--- config.mk ---
export PLATFORM = sky130hd
export DESIGN_NAME = irq_dispatch
export DESIGN_NICKNAME = d
export VERILOG_FILES = /design/src/irq_dispatch_pkg.sv /design/src/irq_dispatch.sv /design/src/us_tick.sv
export VERILOG_INCLUDE_DIRS = /design/src /design/src/src
export SDC_FILE = /design/constraint.sdc
export NUM_CORES = 1
export LEC_CHECK = 0
export BUFFER_PORTS_ARGS = -buffer_cell sky130_fd_sc_hd__buf_2
export CAP_MARGIN = 20
export CORE_AREA = 2 2 96 144
export CTS_CLUSTER_DIAMETER = 120
export DETAILED_ROUTE_END_ITERATION = 8
export DIE_AREA = 0 0 98 146
export GPL_TIMING_DRIVEN = 0
export PLACE_DENSITY = 0.74
export SETUP_SLACK_MARGIN = 0.05
export SLEW_MARGIN = 10
export SYNTH_ARGS = -nofsm -noshare
export SYNTH_HDL_FRONTEND = slang
export SYNTH_SLANG_ARGS = --single-unit
--- constraint.sdc ---
create_clock -name MCLK -period 1.8 [get_ports MCLK]
set_input_delay 0.09 -clock MCLK [delete_from_list [all_inputs] [get_ports MCLK]]
set_output_delay 0.09 -clock MCLK [all_outputs]
set_load 0.1 [all_outputs]
--- src/irq_dispatch_defines.svh ---
/*
  timing constants for the interrupt dispatch timing block.
  assumes a 40 MHz system clock; included by bare name.
*/
`ifndef IRQ_DISPATCH_DEFINES_SVH
`define IRQ_DISPATCH_DEFINES_SVH

`define CLK_MHZ            40
`define ON_DELAY_US        100
`define SWITCH_US          30
`define RETURN_US          30
`define ERR_MASK_MAX_US    100
`define EDIT_MASK_MAX_MS   600
`define EDIT_STALL_MAX_US  170
`define TICK_CYCLES        (`CLK_MHZ)
`define EDIT_MASK_MAX_US   (`EDIT_MASK_MAX_MS * 1000)

`endif

--- src/irq_dispatch_pkg.sv ---
/*
  types shared by the interrupt dispatch timing block.
  assumes nothing of its surroundings.
*/
package irq_dispatch_pkg;

  typedef enum logic [1:0] {SRC_INPUT, SRC_INTERVAL, SRC_HSCOUNT} src_kind_t;

  typedef struct packed {
    logic err_mask;
    logic edit_mask;
    logic edit_stall;
  } mask_req_t;

  typedef struct packed {
    logic      grant;
    src_kind_t kind;
  } dispatch_t;

endpackage

--- src/irq_dispatch.sv ---
/*
  interrupt dispatch timing: turns interrupt requests from three source
  kinds into a call of the service routine and back, with fixed delays
  and mask windows. assumes requests and mask requests are pin inputs
  from outside the clock domain; routine_return_instruction likewise.
*/
// Contract
// [RQ1] sequence: detect, on delay, mask wait, switch, routine, return phase.
// [RQ2] wait 100 us after request rises, independent of other interrupts.
// [RQ3] switch to service routine takes 30 us after delay and mask wait.
// [RQ4] return to interrupted processing takes 30 us after return instruction.
// [RQ5] input, interval timer and high-speed counter interrupts share one timing.
// [RQ6] requests stay pending during a mask window, released when it ends.
// [RQ7] non-fatal error record or clear masks interrupts at most 100 us.
// [RQ8] running-program edit masks interrupts at most 600 ms.
// [RQ9] edit system stall of dispatch lasts at most 170 us.
// [RQ10] delays counted by a microsecond tick; counters cleared by reset.
`timescale 1ns/1ps
`include "irq_dispatch_defines.svh"

module irq_dispatch
  import irq_dispatch_pkg::*;
#(
  parameter int ON_DELAY_US       = `ON_DELAY_US,
  parameter int SWITCH_US         = `SWITCH_US,
  parameter int RETURN_US         = `RETURN_US,
  parameter int ERR_MASK_MAX_US   = `ERR_MASK_MAX_US,
  parameter int EDIT_MASK_MAX_US  = `EDIT_MASK_MAX_US,
  parameter int EDIT_STALL_MAX_US = `EDIT_STALL_MAX_US,
  parameter int TICK_CYCLES       = `TICK_CYCLES
)
(
  input  wire logic       MCLK,
  input  wire logic       RESETN,
  input  wire logic [2:0] IRQ_REQ,
  input  wire logic       ERR_MASK_REQ,
  input  wire logic       EDIT_MASK_REQ,
  input  wire logic       EDIT_STALL_REQ,
  input  wire logic       ROUTINE_RETURN_INSTRUCTION,
  output logic            ROUTINE_CALL,
  output logic [1:0]      ROUTINE_KIND,
  output logic            IN_ROUTINE,
  output logic            RESUME,
  output logic            MASKED,
  output logic [2:0]      PENDING
);

  // counter widths: 7-bit on delay, 5-bit phases, 20-bit mask windows
  if (ON_DELAY_US < 1 || ON_DELAY_US > 128 || SWITCH_US < 1 || SWITCH_US > 32
      || RETURN_US < 1 || RETURN_US > 32 || ERR_MASK_MAX_US < 1
      || ERR_MASK_MAX_US > 1048575 || EDIT_STALL_MAX_US < 1 || EDIT_STALL_MAX_US > 1048575
      || EDIT_MASK_MAX_US < 1 || EDIT_MASK_MAX_US > 1048575)
  begin : g_bad_param
    $error("irq_dispatch: timing parameter out of range");
  end

  // ------------------------------------------------------------
  // input synchronisers
  // ------------------------------------------------------------
  localparam int NIN = 7;
  logic [NIN-1:0] raw;
  logic [NIN-1:0] s1_q;
  logic [NIN-1:0] s2_q;
  logic [NIN-1:0] s3_q;
  logic [NIN-1:0] flt_q;

  assign raw = {ROUTINE_RETURN_INSTRUCTION, EDIT_STALL_REQ, EDIT_MASK_REQ,
                ERR_MASK_REQ, IRQ_REQ};

  always_ff @(posedge MCLK or negedge RESETN)
  begin
    if (!RESETN)
    begin
      s1_q  <= '0;
      s2_q  <= '0;
      s3_q  <= '0;
      flt_q <= '0;
    end
    else
    begin
      s1_q <= raw;
      s2_q <= s1_q;
      s3_q <= s2_q;
      for (int i = 0; i < NIN; i++)
        if (s2_q[i] == s3_q[i])
          flt_q[i] <= s3_q[i];
    end
  end

  logic [NIN-1:0] flt_old_q;
  always_ff @(posedge MCLK or negedge RESETN)
  begin
    if (!RESETN)
      flt_old_q <= '0;
    else
      flt_old_q <= flt_q;
  end

  wire [2:0] irq_rise = flt_q[2:0] & ~flt_old_q[2:0];
  wire       ret_rise = flt_q[6] & ~flt_old_q[6];
  mask_req_t mreq;
  assign mreq = '{err_mask: flt_q[3], edit_mask: flt_q[4], edit_stall: flt_q[5]};

  // ------------------------------------------------------------
  // microsecond time base
  // ------------------------------------------------------------
  logic tick;
  us_tick #(.TICK_CYCLES(TICK_CYCLES)) u_tick
  (
    .clk   (MCLK),
    .rst_n (RESETN),
    .tick  (tick)
  );

  // ------------------------------------------------------------
  // per-source on delay, independent of other sources
  // ------------------------------------------------------------
  logic [2:0]  armed_q;
  logic [2:0]  pend_q;
  logic [6:0]  on_cnt_q [3];
  logic [2:0]  taken;

  genvar g;
  generate
    for (g = 0; g < 3; g++)
    begin : g_src
      wire done = armed_q[g] && tick && (on_cnt_q[g] == 7'(ON_DELAY_US - 1));
      always_ff @(posedge MCLK or negedge RESETN)
      begin
        if (!RESETN)
        begin
          armed_q[g]  <= 1'b0;
          on_cnt_q[g] <= 7'h00;
          pend_q[g]   <= 1'b0;
        end
        else
        begin
          if (irq_rise[g])
          begin
            armed_q[g]  <= 1'b1;                                  // [RQ2]
            on_cnt_q[g] <= 7'h00;
          end
          else if (done)
            armed_q[g] <= 1'b0;
          else if (armed_q[g] && tick)
            on_cnt_q[g] <= on_cnt_q[g] + 7'h01;
          // set wins over the take
          if (done)
            pend_q[g] <= 1'b1;                                    // [RQ5]
          else if (taken[g])
            pend_q[g] <= 1'b0;
        end
      end
    end
  endgenerate

  // ------------------------------------------------------------
  // mask windows, each bounded by its own limit
  // ------------------------------------------------------------
  function automatic logic [19:0] bump(input logic act, input logic tk, input logic [19:0] c);
    bump = !act ? 20'h00000 : (tk ? c + 20'h00001 : c);
  endfunction

  logic [19:0] err_cnt_q;
  logic [19:0] edit_cnt_q;
  logic [19:0] stall_cnt_q;
  wire err_open   = mreq.err_mask   && (err_cnt_q   < 20'(ERR_MASK_MAX_US));   // [RQ7]
  wire edit_open  = mreq.edit_mask  && (edit_cnt_q  < 20'(EDIT_MASK_MAX_US));  // [RQ8]
  wire stall_open = mreq.edit_stall && (stall_cnt_q < 20'(EDIT_STALL_MAX_US)); // [RQ9]
  wire mask_open  = err_open | edit_open | stall_open;

  always_ff @(posedge MCLK or negedge RESETN)
  begin
    if (!RESETN)
    begin
      err_cnt_q   <= 20'h00000;
      edit_cnt_q  <= 20'h00000;
      stall_cnt_q <= 20'h00000;
    end
    else
    begin
      err_cnt_q   <= bump(mreq.err_mask, tick && err_open, err_cnt_q);
      edit_cnt_q  <= bump(mreq.edit_mask, tick && edit_open, edit_cnt_q);
      stall_cnt_q <= bump(mreq.edit_stall, tick && stall_open, stall_cnt_q);
    end
  end

  // ------------------------------------------------------------
  // dispatch sequence
  // ------------------------------------------------------------
  typedef enum logic [1:0] {ST_IDLE, ST_SWITCH, ST_ROUTINE, ST_RETURN} state_t;
  state_t     st_q;
  state_t     st_d;
  logic [4:0] ph_cnt_q;
  src_kind_t  kind_q;

  // fixed priority among simultaneously pending sources
  wire        any_pend = |pend_q;
  src_kind_t  pick;
  assign pick = pend_q[0] ? SRC_INPUT : (pend_q[1] ? SRC_INTERVAL : SRC_HSCOUNT);
  wire        start    = (st_q == ST_IDLE) && any_pend && !mask_open;     // [RQ6]
  wire        sw_done  = (st_q == ST_SWITCH) && tick && (ph_cnt_q == 5'(SWITCH_US - 1));
  wire        rt_done  = (st_q == ST_RETURN) && tick && (ph_cnt_q == 5'(RETURN_US - 1));
  dispatch_t  disp;
  assign disp  = '{grant: start, kind: pick};
  assign taken = start ? (3'b001 << pick) : 3'b000;

  always_comb
  begin
    st_d = st_q;
    unique case (st_q)
      ST_IDLE:    if (disp.grant) st_d = ST_SWITCH;               // [RQ1]
      ST_SWITCH:  if (sw_done) st_d = ST_ROUTINE;                 // [RQ3]
      ST_ROUTINE: if (ret_rise) st_d = ST_RETURN;
      ST_RETURN:  if (rt_done) st_d = ST_IDLE;                    // [RQ4]
    endcase
  end

  always_ff @(posedge MCLK or negedge RESETN)
  begin
    if (!RESETN)
    begin
      st_q     <= ST_IDLE;
      ph_cnt_q <= 5'h00;
      kind_q   <= SRC_INPUT;
    end
    else
    begin
      st_q <= st_d;
      if (st_d != st_q)
        ph_cnt_q <= 5'h00;
      else if (tick)
        ph_cnt_q <= ph_cnt_q + 5'h01;
      if (disp.grant)
        kind_q <= disp.kind;
    end
  end

  // ------------------------------------------------------------
  // registered outputs
  // ------------------------------------------------------------
  always_ff @(posedge MCLK or negedge RESETN)
  begin
    if (!RESETN)
    begin
      ROUTINE_CALL <= 1'b0;
      ROUTINE_KIND <= 2'h0;
      IN_ROUTINE   <= 1'b0;
      RESUME       <= 1'b0;
      MASKED       <= 1'b0;
      PENDING      <= 3'h0;
    end
    else
    begin
      ROUTINE_CALL <= sw_done;
      ROUTINE_KIND <= kind_q;
      IN_ROUTINE   <= (st_d == ST_ROUTINE);
      RESUME       <= rt_done;
      MASKED       <= mask_open;
      PENDING      <= pend_q;
    end
  end

endmodule

--- src/us_tick.sv ---
/*
  microsecond tick generator: one-cycle pulse every TICK_CYCLES clocks.
  assumes a single system clock and asynchronous active-low reset.
*/
`timescale 1ns/1ps
`include "irq_dispatch_defines.svh"

module us_tick
#(
  parameter int TICK_CYCLES = `TICK_CYCLES
)
(
  input  wire logic clk,
  input  wire logic rst_n,
  output logic      tick
);

  if (TICK_CYCLES < 1 || TICK_CYCLES > 65536)
  begin : g_bad_param
    $error("us_tick: TICK_CYCLES must be 1 to 65536");
  end

  logic [15:0] cnt_q;
  logic [15:0] cnt_d;
  wire         wrap = (cnt_q == 16'(TICK_CYCLES - 1));

  assign cnt_d = wrap ? 16'h0000 : cnt_q + 16'h0001;

  // prescaler cleared by reset [RQ10]
  always_ff @(posedge clk or negedge rst_n)
  begin
    if (!rst_n)
    begin
      cnt_q <= 16'h0000;
      tick  <= 1'b0;
    end
    else
    begin
      cnt_q <= cnt_d;
      tick  <= wrap;
    end
  end

endmodule
==> results of run 1 <==
[registers in the layout, summed over array words and instances (netlist names), 4 cells and up]
name and count:
on_cnt_q 21, edit_cnt_q 20, err_cnt_q 20, stall_cnt_q 20, u_tick.cnt_q 16, flt_q 7
s1_q 7, s2_q 7, s3_q 7, ph_cnt_q 5, flt_old_q 4
[layout make-up]
cell class                      instances  area (um^2)  area share
Timing Repair Buffer                   55        446.7     0.05538
Sequential cell                       154         3865      0.4792
Clock buffer                           23        488.0     0.06050
Clock inverter                          9        136.4     0.01691
Multi-Input combinational cell        381         2831      0.3511
Tap cell                              159        198.9     0.02467
Inverter                               12        45.04    0.005585
Buffer                                 12        53.80    0.006671
[timing repair]
action                     4_1_cts  5_1_grt
resized for setup               43       44
gates cloned                     1        0
hold endpoints to repair        60        0
setup endpoints to repair       40       46
setup buffers                   17       13
pin swaps                       24       23
hold buffers                     8        0
[metal layers]
layer | track usage | wire (um)
met5 | 0 | 0
met4 | 0.07500 | 261
met3 | 0.04035 | 400
met2 | 0.2887 | 6679
met1 | 0.2233 | 5274
[worst paths after layout]
kind,to,slack [ps],depth (start not counted)
hold / removal,edit_cnt_q[2]$_DFFE_PN0P_,180,2
hold reg to reg,s2_q[3]$_DFF_PN0_,340,0
max in group asynchronous,err_cnt_q[2]$_DFFE_PN0P_,820,3
min in group MCLK,s1_q[2]$_DFF_PN0_,310,2
setup / recovery,edit_cnt_q[5]$_DFFE_PN0P_,-340,6
setup reg to reg,edit_cnt_q[5]$_DFFE_PN0P_,-340,6
[power breakdown]
| part | leakage (nW) | total (mW) | internal [mW] | switching, mW |
|---|---|---|---|---|
| logic | 1.24 | 0.280 | 0.0910 | 0.189 |
| registers | 2.03 | 3.55 | 3.52 | 0.0315 |
| clock network | 0.300 | 3.70 | 2.34 | 1.36 |
[cell families after synthesis]
| group | synth area share |
|---|---|
| AND/OR/NAND/NOR | 0.2057 |
| flip-flops | 0.6034 |
| AO/OA/AOI/OAI | 0.06799 |
| XOR/XNOR | 0.05760 |
| buffers and inverters | 0.01430 |
| adder cells (fa/ha/maj) | 0.02861 |
| multiplexers | 0.02234 |
[critical path, stage by stage, from the launching register on]
cell and delay (ps):
dfrtp_2 460, a2111oi_4 460, buf_4 200, o21ai_4 70
a2111oi_1 560, xnor2_1 200, nor2_1 60
[cells in the final DEF (no fill, tap or decap), types with 4 or more instances in the layout]
master	Yosys	layout
ha_1	9	9
clkbuf_16	0	17
nor2b_1	7	7
clkbuf_1	11	12
xnor2_1	26	24
dfrtp_2	0	9
dlygate4sd3_1	0	8
o21ai_1	0	4
nor4_2	3	5
o21ai_0	17	11
inv_1	11	11
nor3_1	13	9
a21oi_1	18	14
maj3_1	7	7
nand3_2	1	5
nand3_1	28	23
buf_4	0	22
nand2_1	49	48
buf_2	1	16
xor2_1	16	15
nor4_1	8	4
nand2b_1	7	7
nand4_1	16	16
mux2i_1	12	12
dfrtp_1	154	145
clkbuf_8	0	4
nor2_1	48	48
and3_1	9	9
buf_6	0	8
o31ai_1	6	4
and2_1	28	28
or3_1	7	5
==> flow_metrics.tcl, run 1 <==
set metrics [dict create \
    yosysTopAreaCell "dfrtp_1" \
    cp.arrival_ps 2420 \
    timing.hold.ws_ps 178.0 \
    cap_violations 0 \
    via_per_inst 5.589 \
    fin_crit_sh 1.187 \
    relSlewSlack 0.5056 \
    core_area_um2 12950 \
    rsz0062_at_grt "yes" \
    via_count 4499 \
    rows 51 \
    ioPinCount 18 \
    yosysMostFrequentCell "dfrtp_1" \
    cts_tree "built" \
    yosysUniqueCellTypes 53 \
    drt_iter0_drc 358 \
    setup_tns_ps -4591 \
    grt_overflow 0 \
    numCtsBuffers 17 \
    synthesis.nets 576 \
    die_area_um2 14310 \
    power_mw 7.527 \
    num-fill-cells 965 \
    wl_per_cell_um 15.67 \
    yosysWarnings 0 \
    violations "negative setup slack" \
    place_ws_ps -421.2 \
    synthFlopType "dfrtp_1" \
    cp_max_fo 5 \
    p_leak_nw 3.572 \
    drt_wl_total_um 12610 \
    power_density_nw_per_um2 933.3 \
    gp_congestion 0.8378 \
    finalInstanceArea_um2 8065 \
    post-route-util 0.6226 \
    fin_skew_ps 11.89 \
    placed_area_um2 6718 \
    cts_max_level 4 \
    clockBufferDepth 2 \
    r2r-start "edit_cnt_q[15]$_DFFE_PN0P_" \
    crit_type "register to register" \
    areaGrowthSynthToFinish_pct 26.29 \
    die_w_um 98 \
    synth_top_area_frac 0.6034 \
    drive_gt1_frac 0.2183 \
    layout.cells.non_filler 805 \
    synth_area_per_cell_um2 11.44 \
    route.detailed.drc 0 \
    finalHoldViolCount 0 \
    peakVddDrop_mv 0.6179 \
    grt_usage 0.1759 \
    synth-async-reset-ratio 1.000 \
    startpoint_type "register" \
    worstPathRequired_ps 2080 \
    synth_edf_count 0 \
    drv_slew 0 \
    grt_start_max_net_pins 102 \
    antenna_found_initial 0 \
    place_inst 735 \
    end_kind "register" \
    first_pass_iters 4 \
    netlist_top_cells_count "dfrtp_1, nand2_1, nor2_1, and2_1, nand3_1" \
    ys_ff_latch 154 \
    clock-sinks 154 \
    postLayoutSetupSlackWorst_ps -337.1 \
    clkLatencyLatePin_ps 420 \
    cts_root_buffer "clkbuf_16" \
    synth_area_um2 6386 \
    io_buffers 17 \
    seq_area_frac_synth 0.6034 \
    hold_path_class "input port to asynchronous set/reset pin" \
    layout.nets 651 \
    worst_slew_pin_slew_ps 738.8 \
    layout_min_cycle_time_ps 2137 \
    antenna_left 0 \
    diodes 0 \
    die_y_um 146 \
    crit_start "edit_cnt_q[15]$_DFFE_PN0P_" \
    setup_viol 30 \
    grt_first_pass_wirelength_um 20800 \
    netlist_instances 558 \
    fmax_mhz 467.9 \
    outcome "finished with violations" \
    grt_pass1_vias 4457 \
    netlist_top_cells_area "dfrtp_1, xnor2_1, nand2_1, nor2_1, and2_1" \
    path_clk_slew_ps 60 \
    start_util 0.4930 \
    hpwl_um 7196 \
]
Note: power is estimated with default switching activity, not from simulation.
==> run 2, diff against run 1 <==
--- a/config.mk
+++ b/config.mk
@@ -9,6 +9,7 @@
 export BUFFER_PORTS_ARGS = -buffer_cell sky130_fd_sc_hd__buf_2
 export CAP_MARGIN = 20
 export CORE_AREA = 2 2 96 144
+export CTS_BUF_LIST = sky130_fd_sc_hd__clkbuf_16
 export CTS_CLUSTER_DIAMETER = 120
 export DETAILED_ROUTE_END_ITERATION = 8
 export DIE_AREA = 0 0 98 146
==> run 2 against run 1 <==
Against the previous run:
- clock skew fell by 3.9 ps
- worst setup slack improved by 17 ps
- the run still ends with negative setup slack left
- cell count fell by 0.25%
- combinational power barely moved
- highest routed layer unchanged
==> flow_metrics.tcl, run 2 (synthesized netlist as in run 1, its figures left out) <==
set metrics [dict create \
    outcome "finished with violations" \
    violations "negative setup slack" \
    place_inst 735 \
    r2r-start "edit_cnt_q[15]$_DFFE_PN0P_" \
    layout_min_cycle_time_ps 2120 \
    postLayoutSetupSlackWorst_ps -319.8 \
    rsz0062_at_grt "yes" \
    grt_start_max_net_pins 102 \
    grt_first_pass_wirelength_um 20760 \
    hpwl_um 7196 \
    setup_tns_ps -4677 \
    finalHoldViolCount 0 \
    via_count 4601 \
    seqPwrFrac 0.484 \
    clock_power_share 0.478 \
    ioPinCount 18 \
    diodes 0 \
    wl_per_cell_um 16.05 \
    final_common_cell "dfrtp_1" \
    path_cells "a2111oi_4 > buf_4 > o21ai_4 > a2111oi_1 > xnor2_1 > nor2_1" \
    peakVddDrop_mv 0.6093 \
    core_area_um2 12950 \
    cap_violations 0 \
    path_clk_slew_ps 60 \
    crit_type "register to register" \
    cts_root_buffer "clkbuf_16" \
    startpoint_type "register" \
    hold_path_class "input port to asynchronous set/reset pin" \
    end_kind "register" \
    multiInputGateArea_um2 2855 \
    drt_wl_total_um 12890 \
    largest_reg_flops 21 \
    largest_register "on_cnt_q" \
    die_y_um 146 \
    cts_tree "built" \
    cp_max_fo 5 \
    cts_max_level 4 \
    cp_slowest_cell "a2111oi_1" \
    timing.rr.end "edit_cnt_q[5]$_DFFE_PN0P_" \
    placed_area_um2 6718 \
    power.internal_mw 5.763 \
    clock-sinks 154 \
    worstPathRequired_ps 2080 \
    reg2regPathDepth 6 \
    crit_family "compound AO/OA/AOI/OAI gates" \
    crit_start "edit_cnt_q[15]$_DFFE_PN0P_" \
    combPwrFrac 0.038 \
    fmax_mhz 471.7 \
    setup_viol 30 \
    first_pass_iters 5 \
    grt_usage 0.1754 \
    worst_slew_pin_slew_ps 783.1 \
    drt_iter0_drc 315 \
    power_density_nw_per_um2 911.6 \
    rows 51 \
    sw_frac_of_total 0.2147 \
    die_area_um2 14310 \
    num-fill-cells 956 \
    most-common-layout-cells "dfrtp_1, nand2_1, nor2_1" \
    route.detailed.drc 0 \
    clkLatencyLatePin_ps 420 \
    grt_pass1_vias 4477 \
    p_switching_mw 1.575 \
    grt_overflow 0 \
    layout.cells.non_filler 803 \
    path_buf_inv 1 \
    cp.arrival_ps 2400 \
    areaGrowthSynthToFinish_pct 26.06 \
    die_w_um 98 \
    ff2ff_setup_slack_ps -320 \
    antenna_found_initial 0 \
    numCtsBuffers 17 \
    fin_skew_ps 7.961 \
    io_buffers 17 \
    clockBufferDepth 2 \
    p_leak_nw 3.548 \
    start_util 0.4930 \
    via_per_inst 5.730 \
    relSlewSlack 0.4748 \
    fin_crit_sh 1.178 \
    drive_gt1_frac 0.2158 \
    final-seq-area_um2 3865 \
    slowest_delay_ps 560 \
    gp_congestion 0.8378 \
    finalInstanceArea_um2 8050 \
    drv_slew 0 \
    antenna_left 0 \
    layout.nets 649 \
]
## run 2: how the worst max path moves through the flow
stage               cells after the start                          to  slack (ps)
global route                            6   edit_cnt_q[5]$_DFFE_PN0P_        -400
floorplan                               5  edit_cnt_q[17]$_DFFE_PN0P_        -150
detailed placement                      4       kind_q[0]$_DFFE_PN0P_        -420
CTS                                     5   edit_cnt_q[8]$_DFFE_PN0P_        -210
global placement                        1           s1_q[2]$_DFF_PN0_       -1520
finish                                  6   edit_cnt_q[5]$_DFFE_PN0P_        -320
## run 2: power by group through the flow
stage | Combinational [mW] | Sequential, mW | Clock [mW]
after floorplan | 0.103 | 3.62 | 0
after global placement | 0.221 | 3.61 | 0
after detailed placement | 0.237 | 3.61 | 0
after CTS | 0.265 | 3.55 | 3.58
after global routing | 0.315 | 3.56 | 3.71
final | 0.279 | 3.55 | 3.51
## run 2: cell type report
type | count | area share
sequential | 154 | 0.4801
multi-input combinational | 381 | 0.3547
timing repair buffer | 53 | 0.05564
clock buffer | 17 | 0.05284
tap | 159 | 0.02471
clock inverter | 15 | 0.01974
buffer | 12 | 0.006683
inverter | 12 | 0.005595
## run 2: repair_timing
action                                  CTS  global route
hold endpoints to repair                 60             0
setup buffers                            17            11
endpoints found under the setup margin   41            43
pin swaps                                24            25
resized for setup                        45            48
hold buffers                              8             0
cloned                                    1             0
## run 2: through the flow
step	hold slack [ps]	utilization	power (mW)	worst slack (ps)
CTS	179.5	0.5955	7.394	-211.8
floorplan	-205.6	-	3.722	-149.3
global route	200.9	0.6215	7.586	-400.4
finish	177.5	0.6215	7.338	-319.8
detailed placement	31.92	0.5186	3.850	-421.2
global placement	197.5	0.5157	3.833	-1517
## run 2: routing by layer
layer,global-route usage,part of all wire,vias up
met5,0,0,-
li1,-,-,2108
met2,0.2897,0.53,137
met3,0.04035,0.039,40
met4,0.07500,0.029,0
met1,0.2210,0.40,2316
==> run 3, diff against run 2 <==
--- a/config.mk
+++ b/config.mk
@@ -8,11 +8,13 @@
 export LEC_CHECK = 0
 export BUFFER_PORTS_ARGS = -buffer_cell sky130_fd_sc_hd__buf_2
 export CAP_MARGIN = 20
-export CORE_AREA = 2 2 96 144
+export CELL_PAD_IN_SITES_DETAIL_PLACEMENT = 1
+export CELL_PAD_IN_SITES_GLOBAL_PLACEMENT = 1
+export CORE_AREA = 2 2 107 160
 export CTS_BUF_LIST = sky130_fd_sc_hd__clkbuf_16
 export CTS_CLUSTER_DIAMETER = 120
 export DETAILED_ROUTE_END_ITERATION = 8
-export DIE_AREA = 0 0 98 146
+export DIE_AREA = 0 0 109 162
 export GPL_TIMING_DRIVEN = 0
 export PLACE_DENSITY = 0.74
 export SETUP_SLACK_MARGIN = 0.05
==> constraint.sdc (replaced) <==
create_clock -name MCLK -period 1.77 [get_ports MCLK]
set_input_delay 0.0885 -clock MCLK [delete_from_list [all_inputs] [get_ports MCLK]]
set_output_delay 0.0885 -clock MCLK [all_outputs]
set_load 0.1 [all_outputs]
==> run 3 against run 2 <==
Against the previous run:
- the flow still finishes with violations (negative setup slack)
- cell count rose by 9.1%
- clock power rose by 4%
- worst setup slack got worse by 67 ps
- via count rose by 2.2%
- design area rose by 5.1%
- global-route usage rose by 0.88 points
- first-iteration DRC count fell by 36%
- clock skew rose by 1.9 ps
- largest cell class unchanged
==> flow_metrics.tcl, run 3 (synthesized netlist as in run 1, its figures left out) <==
set metrics [dict create \
    hold_path_class "input port to asynchronous set/reset pin" \
    rsz0062_at_grt "yes" \
    layout_min_cycle_time_ps 2157 \
    cts_root_buffer "clkbuf_16" \
    core_area_um2 16190 \
    via_per_inst 5.369 \
    drv_slew 0 \
    layout.nets 675 \
    die_area_um2 17660 \
    clock_power_share 0.481 \
    via_count 4703 \
    path_cells "a2111oi_4 > o21ai_4 > a211o_1 > or4_4 > a21oi_2" \
    worstPathRequired_ps 2120 \
    die_w_um 109 \
    crit_family "compound AO/OA/AOI/OAI gates" \
    num-fill-cells 1654 \
    clock-sinks 154 \
    seqPwrFrac 0.477 \
    route.detailed.drc 0 \
    wl_per_cell_um 18.24 \
    layout.cells.non_filler 876 \
    p_switching_mw 1.800 \
    most-common-layout-cells "dfrtp_1, nand2_1, nor2_1" \
    path_clk_slew_ps 70 \
    clkLatencyLatePin_ps 440 \
    path_buf_inv 0 \
    antenna_found_initial 1 \
    crit_type "register to register" \
    io_buffers 17 \
    grt_util_met3 0.04695 \
    fin_crit_sh 1.219 \
    worst_slew_pin_slew_ps 751.6 \
    relSlewSlack 0.4959 \
    peakVddDrop_mv 0.5166 \
    power_mw 7.598 \
    power_density_nw_per_um2 898.2 \
    use_met1 0.2033 \
    first_pass_iters 4 \
    p_leak_nw 3.716 \
    start_util 0.3945 \
    antenna_left 0 \
    use_met2 0.3272 \
    end_kind "register" \
    largest_reg_flops 21 \
    busiest_layer "met2" \
    cp.arrival_ps 2500 \
    cp_max_fo 6 \
    fmax_mhz 463.7 \
    grt_first_pass_wirelength_um 25220 \
    drt_iter0_drc 203 \
    largest_register "on_cnt_q" \
    fin_skew_ps 9.845 \
    cts_max_level 4 \
    startpoint_type "register" \
    grt_start_max_net_pins 79 \
    drt_wl_total_um 15980 \
    final_common_cell "dfrtp_1" \
    drive_gt1_frac 0.2851 \
    clockBufferDepth 2 \
    cts_tree "built" \
    setup_viol 39 \
    cp_slowest_cell "or4_4" \
    place_inst 782 \
    cap_violations 0 \
    die_y_um 162 \
    hpwl_um 8770 \
    violations "negative setup slack" \
    sw_frac_of_total 0.2369 \
    placed_area_um2 6777 \
    grt_pass1_vias 5215 \
    outcome "finished with violations" \
    power.internal_mw 5.798 \
    diodes 0 \
    areaGrowthSynthToFinish_pct 32.46 \
    grt_usage 0.1843 \
    finalHoldViolCount 0 \
    postLayoutSetupSlackWorst_ps -386.8 \
    ioPinCount 18 \
    gp_congestion 0.8314 \
    finalInstanceArea_um2 8459 \
    numCtsBuffers 17 \
    rows 57 \
    grt_overflow 0 \
    combPwrFrac 0.043 \
    slowest_delay_ps 520 \
]
run 3: cell count changes in the layout (fill, tap and decap cells not counted), sizes merged:
cell,previous run,this run
bufinv,3,2
buf,46,74
clkbuf,28,27
clkinv,8,3
clkinvlp,2,4
o21ai,19,18
inv,14,18
run 3: power groups by stage:
stage          Sequential [mW]  Clock, mW  Combinational [mW]
6_report                  3.62       3.65               0.326
2_1_floorplan             3.68          0               0.105
3_5_place_dp              3.68          0               0.251
4_1_cts                   3.61       3.73               0.314
5_1_grt                   3.63       3.90               0.359
3_3_place_gp              3.67          0               0.230
run 3: path summary, 6_finish.rpt:
check,from,to,slack (ps),cells after the start
setup / recovery,edit_cnt_q[12]$_DFFE_PN0P_,edit_cnt_q[8]$_DFFE_PN0P_,-390,5
hold / removal,RESETN,stall_cnt_q[13]$_DFFE_PN0P_,200,2
setup reg to reg,edit_cnt_q[12]$_DFFE_PN0P_,edit_cnt_q[8]$_DFFE_PN0P_,-390,5
hold reg to reg,s1_q[1]$_DFF_PN0_,s2_q[1]$_DFF_PN0_,350,0
max in group asynchronous,RESETN,u_tick.tick$_DFF_PN0_,760,3
min in group MCLK,ROUTINE_RETURN_INSTRUCTION,s1_q[6]$_DFF_PN0_,280,2
run 3: layout make-up:
| class | instances | area (um^2) | area share |
|---|---|---|---|
| plain buffers | 11 | 52.55 | 0.006212 |
| clock buffers | 17 | 425.4 | 0.05029 |
| clock inverters | 15 | 166.4 | 0.01967 |
| inverters | 12 | 48.80 | 0.005768 |
| multi-input cells | 380 | 2974 | 0.3516 |
| flip-flops and latches | 154 | 3866 | 0.4570 |
| well taps | 206 | 257.7 | 0.03047 |
| repair buffers | 81 | 668.1 | 0.07898 |
run 3: metal layers:
metal  routed length (um)  share of wire  vias to the layer above
met1                 6292           0.39                     2438
met4                  461          0.029                        2
li1                     -              -                     2157
met5                   17         0.0011                        -
met3                  432          0.027                       35
met2                 8772           0.55                       71
run 3: worst reg2reg max path, delay by kind of cell (launching register included):
| kind | cells | cell delay [ps] |
|---|---|---|
| AO/OA/AOI/OAI | 4 | 1100 |
| flip-flops | 1 | 460 |
| AND/OR/NAND/NOR | 1 | 520 |
run 3: repair_timing:
item | 4_1_cts | 5_1_grt
buffers inserted | 43 | 13
resized for setup | 77 | 48
endpoints found under the setup margin | 54 | 51
pin swaps | 35 | 30
hold buffers | 8 | 0
hold endpoints to repair | 83 | 0
run 3: metrics by stage:
stage          utilization  setup TNS (ps)  setup WS [ps]  hold WS [ps]
2_1_floorplan            -           -1458         -179.3        -207.1
3_3_place_gp        0.4163         -250320          -1585         196.2
3_5_place_dp        0.4186          -10500         -491.1         96.85
4_1_cts             0.5015           -4191         -270.5         228.9
5_1_grt             0.5225          -12500         -441.4         262.4
6_report            0.5225           -8855         -386.8         201.3
